--- config.mk ---
export PLATFORM = sky130hd
export DESIGN_NAME = pfc_multimode_protection_ctrl
export DESIGN_NICKNAME = d
export VERILOG_FILES = /design/src/include/pfc_prot_pkg.sv /design/src/hw/pfc_multimode_protection_ctrl.sv
export SDC_FILE = /design/constraint.sdc
export NUM_CORES = 2
export LEC_CHECK = 0
export BUFFER_PORTS_ARGS = -buffer_cell sky130_fd_sc_hd__buf_2
export CORE_ASPECT_RATIO = 0.75
export CORE_MARGIN = 2
export CORE_UTILIZATION = 64
export CTS_CLUSTER_DIAMETER = 80
export DETAILED_ROUTE_END_ITERATION = 7
export PLACE_DENSITY = 0.83
export SYNTH_ARGS = -nofsm -noshare
export SYNTH_HDL_FRONTEND = slang
export SYNTH_SLANG_ARGS = --single-unit
--- constraint.sdc ---
create_clock -name pclk -period 8.65 [get_ports pclk]
set_input_delay 0.865 -clock pclk [delete_from_list [all_inputs] [get_ports pclk]]
set_output_delay 0.865 -clock pclk [all_outputs]
set_load 0.01 [all_outputs]
--- src/include/pfc_prot_pkg.sv ---
package pfc_prot_pkg;

  // ----------------------------------------------------------------
  // clock and time
  // ----------------------------------------------------------------
  localparam longint CLK_HZ = 250_000_000;
  localparam longint REDUNDANT_OVERVOLTAGE_EVENT_WINDOW_S = 8;
  localparam longint REDUNDANT_OVERVOLTAGE_EVENT_WINDOW_CYC = REDUNDANT_OVERVOLTAGE_EVENT_WINDOW_S * CLK_HZ;
  localparam int REDUNDANT_OVERVOLTAGE_EVENT_MAX = 10;
  localparam int ADC_W = 12;
  localparam int NREG = 16;

  // ----------------------------------------------------------------
  // register indices (byte address = 4 * index)
  // ----------------------------------------------------------------
  localparam logic [3:0] R_CTRL = 4'h0;
  localparam logic [3:0] R_OLP_THR = 4'h1;
  localparam logic [3:0] R_OC_THR = 4'h2;
  localparam logic [3:0] R_OV_THR = 4'h3;
  localparam logic [3:0] R_REF = 4'h4;
  localparam logic [3:0] R_ROV_RST = 4'h5;
  localparam logic [3:0] R_UV_THR = 4'h6;
  localparam logic [3:0] R_BI_THR = 4'h7;
  localparam logic [3:0] R_BO_THR = 4'h8;
  localparam logic [3:0] R_OV_FILT = 4'h9;
  localparam logic [3:0] R_UV_BLANK = 4'ha;
  localparam logic [3:0] R_BO_BLANK = 4'hb;
  localparam logic [3:0] R_AR_BREAK = 4'hc;
  localparam logic [3:0] R_TON = 4'hd;
  localparam logic [3:0] R_PER_MIN = 4'he;
  localparam logic [3:0] R_PER_MAX = 4'hf;
  localparam logic [5:0] R_STATUS = 6'h10;
  localparam logic [5:0] R_TON_OUT = 6'h11;

  // ctrl bits
  localparam int CTRL_RUN = 0;
  localparam int CTRL_REDUNDANT_OVERVOLTAGE_EVENT_EN = 1;

  // reset values of the writable registers
  localparam logic [31:0] CFG_RST [NREG] = '{
    32'h0000_0000, 32'h0000_0100, 32'h0000_0c00, 32'h0000_0e00,
    32'h0000_0d00, 32'h0000_0d00, 32'h0000_0800, 32'h0000_0600,
    32'h0000_0500, 32'h0000_0010, 32'h0000_1000, 32'h0000_1000,
    32'h0000_1000, 32'h0000_0100, 32'h0000_0200, 32'h0000_1000
  };

  localparam logic [3:0] DCM_SEL = 4'hb;
  localparam logic [3:0] VALLEY_MAX = 4'ha;

  typedef enum logic [2:0] {
    ST_IDLE, ST_START, ST_RUN, ST_BOTH_STOP, ST_RESTART
  } sys_e;

endpackage

--- src/hw/pfc_multimode_protection_ctrl.sv ---
// How it works
// - first valley: constant on-time, new cycle at first current zero
// - light load: wait for valley two up to ten before next cycle
// - valley choice keeps period within min/max; DCM past tenth valley
// - on-time recomputed every cycle from the selected valley count
// - bus below open-loop level at startup: neither stage starts
// - bus below open-loop level while running: auto-restart
// - shunt above over-current level cuts the gate at once
// - after over-current cut, next cycle on zero-cross or max period
// - averaged bus above over-voltage level stops only the pfc stage
// - fast comparator held for filter time stops only the pfc stage
// - over-voltage stop ends when averaged bus falls to reference
// - redundant input event: count, stop pfc, resume at reset level
// - window restarts per event; late event clears count first
// - redundant count at maximum enters auto-restart
// - redundant protection off after reset, enabled by config bit
// - averaged bus under level for blanking time stops both stages
// - line level above brown-in moves system into startup
// - line level under brown-out for blanking stops only pfc
// - auto-restart stops both, waits break time, then starts again
//
// The register offsets and the APB register port were left to the implementer.
module pfc_multimode_protection_ctrl
  import pfc_prot_pkg::*;
#(
  parameter logic [31:0] REDUNDANT_OVERVOLTAGE_EVENT_WINDOW = 32'(REDUNDANT_OVERVOLTAGE_EVENT_WINDOW_CYC)
)
(
  input wire logic pclk,
  input wire logic presetn,
  input wire logic psel,
  input wire logic penable,
  input wire logic pwrite,
  input wire logic [31:0] paddr,
  input wire logic [31:0] pwdata,
  output logic [31:0] prdata,
  output logic pready,
  output logic pslverr,
  input wire logic [ADC_W-1:0] bus_sense_input,
  input wire logic [ADC_W-1:0] bus_sense_avg,
  input wire logic [ADC_W-1:0] shunt_sense,
  input wire logic zcd_valley,
  input wire logic fast_ov_cmp,
  input wire logic multifunction_sense_input,
  input wire logic [ADC_W-1:0] line_voltage_sense_input,
  output logic pfc_gate,
  output logic llc_enable,
  output logic auto_restart
);

  // ----------------------------------------------------------------
  // apb slave
  // ----------------------------------------------------------------
  logic [31:0] cfg_r [NREG];
  logic [31:0] prdata_r;
  wire setup_ph = psel & ~penable;
  wire access_ph = psel & penable;
  wire [5:0] widx = paddr[7:2];
  wire mapped = (paddr[31:8] == 24'h00_0000) && (paddr[1:0] == 2'b00)
                && (widx <= R_TON_OUT);
  wire cfg_hit = mapped && (widx < 6'(NREG));
  wire wr_en = access_ph & pwrite & cfg_hit;
  wire [31:0] status_w;
  logic [31:0] ton_app_r;
  wire [31:0] rd_mux = cfg_hit ? cfg_r[widx[3:0]]
                     : (widx == R_STATUS) ? status_w
                     : (widx == R_TON_OUT) ? ton_app_r : 32'h0000_0000;

  assign pready = 1'b1;
  assign pslverr = access_ph & ~mapped;
  assign prdata = prdata_r;

  always_ff @(posedge pclk or negedge presetn)
  begin
    if (!presetn)
      prdata_r <= 32'h0000_0000;
    else if (setup_ph)
      prdata_r <= rd_mux;
  end

  generate
    for (genvar i = 0; i < NREG; i++)
    begin : g_cfg
      always_ff @(posedge pclk or negedge presetn)
      begin
        if (!presetn)
          cfg_r[i] <= CFG_RST[i];
        else if (wr_en && widx[3:0] == 4'(i))
          cfg_r[i] <= pwdata;
      end
    end
  endgenerate

  // ----------------------------------------------------------------
  // configuration fields
  // ----------------------------------------------------------------
  wire run_req = cfg_r[R_CTRL][CTRL_RUN];
  wire redundant_overvoltage_event_en = cfg_r[R_CTRL][CTRL_REDUNDANT_OVERVOLTAGE_EVENT_EN];
  wire [ADC_W-1:0] olp_thr = cfg_r[R_OLP_THR][ADC_W-1:0];
  wire [ADC_W-1:0] oc_thr = cfg_r[R_OC_THR][ADC_W-1:0];
  wire [ADC_W-1:0] ov_thr = cfg_r[R_OV_THR][ADC_W-1:0];
  wire [ADC_W-1:0] ref_lvl = cfg_r[R_REF][ADC_W-1:0];
  wire [ADC_W-1:0] rov_rst = cfg_r[R_ROV_RST][ADC_W-1:0];
  wire [ADC_W-1:0] uv_thr = cfg_r[R_UV_THR][ADC_W-1:0];
  wire [ADC_W-1:0] bi_thr = cfg_r[R_BI_THR][ADC_W-1:0];
  wire [ADC_W-1:0] bo_thr = cfg_r[R_BO_THR][ADC_W-1:0];

  // ----------------------------------------------------------------
  // protection detectors
  // ----------------------------------------------------------------
  logic [31:0] ovf_cnt_r, uv_cnt_r, bo_cnt_r, win_cnt_r;
  logic [3:0] rov_cnt_r;
  logic rov_prev_r, ov_hold_r, rov_hold_r, bo_hold_r;
  sys_e st_r, st_nxt;
  wire running = (st_r == ST_RUN);
  wire open_loop = bus_sense_input < olp_thr;
  wire avg_ov = bus_sense_avg > ov_thr;
  wire fast_ov = fast_ov_cmp && (ovf_cnt_r >= cfg_r[R_OV_FILT]);
  wire rov_evt = redundant_overvoltage_event_en && multifunction_sense_input && !rov_prev_r;
  wire rov_full = rov_cnt_r >= 4'(REDUNDANT_OVERVOLTAGE_EVENT_MAX);
  wire uv_trip = (bus_sense_avg < uv_thr)
                 && (uv_cnt_r >= cfg_r[R_UV_BLANK]);
  wire bo_trip = (line_voltage_sense_input < bo_thr)
                 && (bo_cnt_r >= cfg_r[R_BO_BLANK]);
  wire brownin = line_voltage_sense_input > bi_thr;
  wire pfc_hold = ov_hold_r | rov_hold_r | bo_hold_r;

  always_ff @(posedge pclk or negedge presetn)
  begin
    if (!presetn)
      ovf_cnt_r <= 32'h0000_0000;
    else if (!fast_ov_cmp)
      ovf_cnt_r <= 32'h0000_0000;
    else if (!fast_ov)
      ovf_cnt_r <= ovf_cnt_r + 32'h0000_0001;
  end

  always_ff @(posedge pclk or negedge presetn)
  begin
    if (!presetn)
      ov_hold_r <= 1'b0;
    else if (running && (avg_ov || fast_ov))
      ov_hold_r <= 1'b1;
    else if (!running || bus_sense_avg <= ref_lvl)
      ov_hold_r <= 1'b0;
  end

  always_ff @(posedge pclk or negedge presetn)
  begin
    if (!presetn)
      rov_prev_r <= 1'b0;
    else
      rov_prev_r <= multifunction_sense_input;
  end

  always_ff @(posedge pclk or negedge presetn)
  begin
    if (!presetn)
      rov_hold_r <= 1'b0;
    else if (running && rov_evt)
      rov_hold_r <= 1'b1;
    else if (!running || bus_sense_avg <= rov_rst)
      rov_hold_r <= 1'b0;
  end

  // event window and count; a late event restarts the count at one
  always_ff @(posedge pclk or negedge presetn)
  begin
    if (!presetn)
    begin
      win_cnt_r <= 32'h0000_0000;
      rov_cnt_r <= 4'h0;
    end
    else if (running && rov_evt)
    begin
      win_cnt_r <= REDUNDANT_OVERVOLTAGE_EVENT_WINDOW;
      rov_cnt_r <= (win_cnt_r == 32'h0000_0000) ? 4'h1
                   : rov_cnt_r + 4'h1;
    end
    else
    begin
      if (win_cnt_r != 32'h0000_0000)
        win_cnt_r <= win_cnt_r - 32'h0000_0001;
      if (st_r == ST_RESTART)
        rov_cnt_r <= 4'h0;
    end
  end

  always_ff @(posedge pclk or negedge presetn)
  begin
    if (!presetn)
      uv_cnt_r <= 32'h0000_0000;
    else if (!running || bus_sense_avg >= uv_thr)
      uv_cnt_r <= 32'h0000_0000;
    else if (!uv_trip)
      uv_cnt_r <= uv_cnt_r + 32'h0000_0001;
  end

  always_ff @(posedge pclk or negedge presetn)
  begin
    if (!presetn)
      bo_cnt_r <= 32'h0000_0000;
    else if (!running || line_voltage_sense_input >= bo_thr)
      bo_cnt_r <= 32'h0000_0000;
    else if (!bo_trip)
      bo_cnt_r <= bo_cnt_r + 32'h0000_0001;
  end

  always_ff @(posedge pclk or negedge presetn)
  begin
    if (!presetn)
      bo_hold_r <= 1'b0;
    else if (running && bo_trip)
      bo_hold_r <= 1'b1;
    else if (!running || brownin)
      bo_hold_r <= 1'b0;
  end

  // ----------------------------------------------------------------
  // system sequencer
  // ----------------------------------------------------------------
  logic [31:0] ar_cnt_r;

  always_comb
  begin
    st_nxt = st_r;
    case (st_r)
      ST_IDLE:
        if (run_req && brownin)
          st_nxt = ST_START;
      ST_START:
        if (!run_req)
          st_nxt = ST_IDLE;
        else if (!open_loop)
          st_nxt = ST_RUN;
      ST_RUN:
        if (open_loop || rov_full)
          st_nxt = ST_RESTART;
        else if (uv_trip)
          st_nxt = ST_BOTH_STOP;
        else if (!run_req)
          st_nxt = ST_IDLE;
      ST_BOTH_STOP:
        if (!run_req)
          st_nxt = ST_IDLE;
        else if (bus_sense_avg >= uv_thr)
          st_nxt = ST_START;
      ST_RESTART:
        if (ar_cnt_r >= cfg_r[R_AR_BREAK])
          st_nxt = ST_START;
      default:
        st_nxt = ST_IDLE;
    endcase
  end

  always_ff @(posedge pclk or negedge presetn)
  begin
    if (!presetn)
      st_r <= ST_IDLE;
    else
      st_r <= st_nxt;
  end

  always_ff @(posedge pclk or negedge presetn)
  begin
    if (!presetn)
      ar_cnt_r <= 32'h0000_0000;
    else if (st_r != ST_RESTART)
      ar_cnt_r <= 32'h0000_0000;
    else
      ar_cnt_r <= ar_cnt_r + 32'h0000_0001;
  end

  // ----------------------------------------------------------------
  // multimode switching engine
  // ----------------------------------------------------------------
  logic on_r, oc_term_r;
  logic [31:0] ton_cnt_r, per_cnt_r;
  logic [3:0] vsel_r, vcnt_r;
  wire pfc_ok = running && !pfc_hold && (st_nxt == ST_RUN);
  wire oc_now = shunt_sense > oc_thr;
  wire per_min_ok = per_cnt_r >= cfg_r[R_PER_MIN];
  wire per_timeout = per_cnt_r >= cfg_r[R_PER_MAX];
  wire [3:0] vcnt_inc = vcnt_r + 4'h1;
  wire valley_hit = zcd_valley && (vcnt_inc >= vsel_r) && per_min_ok;
  wire dcm_go = (vsel_r == DCM_SEL) && per_min_ok;
  wire new_cycle = !on_r && (per_timeout
                   || (oc_term_r ? zcd_valley
                   : (valley_hit || dcm_go)));
  wire ton_done = ton_cnt_r >= ton_app_r;
  wire [31:0] ton_base = cfg_r[R_TON];
  wire [31:0] ton_step = {4'h0, ton_base[31:4]};
  wire [3:0] vsel_nxt;
  wire too_early = !per_min_ok || (vcnt_inc > vsel_r);

  // selected valley came before min period: next valley; timed out:
  // earlier valley; past the tenth valley the engine runs in dcm
  assign vsel_nxt = per_timeout ? ((vsel_r > 4'h1) ? vsel_r - 4'h1 : vsel_r)
                  : (too_early && vsel_r < DCM_SEL) ? vsel_r + 4'h1
                  : vsel_r;

  always_ff @(posedge pclk or negedge presetn)
  begin
    if (!presetn)
    begin
      on_r <= 1'b0;
      oc_term_r <= 1'b0;
      ton_cnt_r <= 32'h0000_0000;
      per_cnt_r <= 32'h0000_0000;
      vcnt_r <= 4'h0;
    end
    else if (!pfc_ok)
    begin
      on_r <= 1'b0;
      oc_term_r <= 1'b0;
      per_cnt_r <= 32'h0000_0000;
      vcnt_r <= 4'h0;
    end
    else if (on_r)
    begin
      per_cnt_r <= per_cnt_r + 32'h0000_0001;
      ton_cnt_r <= ton_cnt_r + 32'h0000_0001;
      if (oc_now || ton_done)
        on_r <= 1'b0;
      oc_term_r <= oc_now;
    end
    else if (new_cycle || per_cnt_r == 32'h0000_0000)
    begin
      on_r <= 1'b1;
      oc_term_r <= 1'b0;
      ton_cnt_r <= 32'h0000_0001;
      per_cnt_r <= 32'h0000_0001;
      vcnt_r <= 4'h0;
    end
    else
    begin
      per_cnt_r <= per_cnt_r + 32'h0000_0001;
      if (zcd_valley && vcnt_r < VALLEY_MAX)
        vcnt_r <= vcnt_inc;
    end
  end

  always_ff @(posedge pclk or negedge presetn)
  begin
    if (!presetn)
      vsel_r <= 4'h1;
    else if (!pfc_ok)
      vsel_r <= 4'h1;
    else if (new_cycle)
      vsel_r <= vsel_nxt;
  end

  // on-time stretched per extra valley, fixed within a cycle
  always_ff @(posedge pclk or negedge presetn)
  begin
    if (!presetn)
      ton_app_r <= 32'h0000_0000;
    else if (!on_r)
      ton_app_r <= ton_base
                   + 32'(ton_step * 32'(vsel_r - 4'h1));
  end

  // ----------------------------------------------------------------
  // outputs and status
  // ----------------------------------------------------------------
  always_ff @(posedge pclk or negedge presetn)
  begin
    if (!presetn)
    begin
      llc_enable <= 1'b0;
      auto_restart <= 1'b0;
    end
    else
    begin
      llc_enable <= (st_nxt == ST_RUN);
      auto_restart <= (st_nxt == ST_RESTART);
    end
  end

  assign pfc_gate = on_r && pfc_ok && !oc_now;

  assign status_w = {16'h0000, rov_cnt_r, vsel_r, 1'b0, st_r,
                     bo_hold_r, rov_hold_r, ov_hold_r, open_loop};

endmodule

==> results.md <==
* Post-synth cell types at 92
* Longest Clk Path Bufs at 3
* DP Area at 53,500 µm²
* Fillers at 5,493
* Gpl congestion at 0.944
* Drt pass-1 iters at 7
* GRT Total Usage at 34.4%
* Post-Synthesis Cells at 4,780
* Pwr dens at 143 nW/µm²
* Fin Setup TNS at 0 ns
* Worst Path Arrival at 7.91 ns
* Vias per inst at 6.52
* Slew Limit Fails at 0
* Die Height at 250 µm
* Crit-path max FO at 32
* Register bit total from synthesis at 823
* Pin count of the biggest net entering global routing at 181
* Die area at 83,200 µm²
* HPWL after detailed placement at 101 mm
* Post-Synth XOR/XNOR Area at 2.44%
* Post-place setup slack at 1.44 ns
* Post-Syn Area at 51,700 µm²
* First-pass GRT wire length at 224 mm
* Number of port buffers at 155
* Starting Density at 64.4%
* Worst Setup End Kind: register
* IO Count at 157
* Vias in the first global route at 39,807
* Final Hold Viols at 0
* Number of flops mapped to enable cells by yosys at 0
* Total wire length at 142 mm
* Adder-Cell Fraction of Synth Area at 14.0%
* Total clock sinks at 823
* Root Driver: clkbuf_16
* Mux contribution to synthesized area at 17.6%
* Max Cap Violations at 0
* Syn_nets at 5,412
* Leading area contributor after synthesis: dfrtp_1
* CTS tree: built
* Core footprint at 80,300 µm²
* Post-CTS setup buffers at 0
* Gr ovfl total at 0
* Leak Pwr at 0.0262 µW
* Crit path launch type: register
* Ys Warns at 0
* Slew headroom at 23.3%
* Ys flop type: dfrtp_1
* Post-Synth Simple-Gate Area at 11.7%
* Minimum clock period at 7.38 ns
* Synth top area share at 38.6%
* Worst IR Drop VDD at 0.162 mV
* # setup viols final at 0
* Via count at 39,045
* Area grow syn2layout at 8.92%
* # hold bufs at CTS at 0
* Worst Tran Pin Value at 1.14 ns
* Num CTS Buffers at 84
* Site Rows at 90
* Post-synth ARST share at 100%
* Mean area per synthesized cell at 10.8 µm²
* Main combinational cell family by area after synthesis: multiplexers
* Top cells by area, synth: dfrtp_1, mux2_2, ha_1
* Final Cell Area at 56,400 µm²
* Fin worst setup slack at 1.27 ns
* Post-route ant nets at 0
* Clock Latency Late Sink at 0.68 ns
* Die width at 332 µm
* Residual DRC at 0
* CP Class: register to register
* Share of cells above drive strength 1 at 21.1%
* Antenna violations before repair at 10
* Status: finished, final reports clean
* Hold crit path type: input pin to async pin
* Period utilization at 85.3%
* Starting DRT DRC Count at 3,832
* Nets at 5,488
* Final Skew at 0.0460 ns
* # resized after CTS at 0
* Register clock-pin slew on the reported worst setup and hold paths at 0.07 ns
* Sequential-to-total area share from yosys stat at 39.9%
* H-Tree Depth at 3
* RSZ-0062 raised after global routing: no
* Synth Area in Compound Gates at 9.04%
* Crit path required time at 9.18 ns
* Fmax at 136 MHz
* Routed WL per cell at 23.7 µm
[per-stage QoR]
stage / cells / hold WS, ns / total power, µW / utilization [%]
after floorplan: 4780 / 0.467 / 4070 / -
after global placement: 5828 / 0.459 / 4260 / 66.6
after detailed placement: 5828 / 0.467 / 4270 / 66.6
after CTS: 5980 / 0.161 / 8050 / 70.2
after global routing: 5982 / 0.175 / 8230 / 70.2
final: 5984 / 0.169 / 8050 / 70.2
[critical path, cell delays in order, from the launching register on]
cell	delay, ns
dfstp_2	0.97
inv_1	0.29
ha_1	0.36
nand2_1	0.80
nor2_1	0.17
fa_1	0.60
inv_1	0.06
fa_1	0.50
fa_1	0.54
inv_1	0.04
ha_1	0.29
ha_1	0.38
and4_1	0.23
nand4_1	0.12
a2111oi_0	0.59
o41a_1	0.29
and4_1	0.25
o21ai_0	0.09
a21oi_1	0.27
a211oi_1	0.13
a211o_1	0.27
[final cells by class]
type / instances / area, µm² / area share (%)
tap: 1058 / 1320 / 2.35
clock buffer: 118 / 2370 / 4.20
multi-input combinational: 3234 / 28400 / 50.4
timing repair buffer: 200 / 1200 / 2.13
sequential: 823 / 20600 / 36.6
clock inverter: 34 / 514 / 0.912
antenna: 4 / 10.0 / 0.0178
inverter: 513 / 1930 / 3.42
[path summary, 6_finish.rpt]
check	slack (ns)	start	endpoint	cells past startpoint
min	0.17	presetn	vcnt_r[1]	1
min in group pclk	0.32	multifunction_sense_input	rov_prev_r	1
max in group asynchronous	6.60	presetn	bo_cnt_r[28]	3
min reg2reg	0.48	prdata[18]	prdata[18]	2
max reg2reg	1.27	vsel_r[0]	ton_app_r[30]	20
max	1.27	vsel_r[0]	ton_app_r[30]	20
[cell usage after synthesis (86+ instances only)]
master and n:
dfrtp_1 798, a21oi_1 190, inv_1 512, clkbuf_1 130, o21ai_0 216, mux4_2 160, mux2_2 474, ha_1 403
nand4_1 86, fa_1 109, nand2_1 290, nor2b_1 101, nor2_1 262
[registers in the layout, indices dropped and copies added (netlist names), 3 cells and up]
name       count
cfg_r        456
ar_cnt_r      32
bo_cnt_r      32
ovf_cnt_r     32
per_cnt_r     32
prdata        32
ton_app_r     32
ton_base      32
ton_cnt_r     32
uv_cnt_r      32
win_cnt_r     32
bi_thr        12
bo_thr        12
rov_cnt_r      4
vcnt_r         4
vsel_r         4
st_r           3
[layout by cell type, fill, tap and decap left out, types with 152 or more instances in the layout]
master   count
a21oi_1    190
dfrtp_1    797
buf_2      152
mux2_2     474
ha_1       403
nor2_1     262
nand2_1    290
inv_1      512
mux4_2     160
o21ai_0    216
[kinds of logic (layout without fill, tap and decap cells)]
kind of cell / after synthesis / after routing
and+or+nand+nor: 1194 / 1194
DFF: 823 / 823
AOI/OAI and AO/OA: 732 / 732
buffers and inverters: 723 / 865
muxes: 651 / 651
adders and majority gates: 512 / 512
xor gates and xnor gates: 144 / 144
other: 1 / 5
[report_power, final]
group | total (µW) | switching [µW] | internal (µW)
Combinational | 355 | 251 | 104
Clock | 3850 | 1670 | 2180
Sequential | 3850 | 0.217 | 3850
Total | 8050 | 1920 | 6130
[routing by layer]
layer  global-route usage [%]  vias up  routed length (µm)
li1                         -    17108                   -
met1                     46.3    19632               56000
met2                     53.5     1895               64800
met3                     10.2      404               16000
met4                     12.5        6                5190
met5                        0        -                  40
Note: power is estimated with default switching activity, not from simulation.
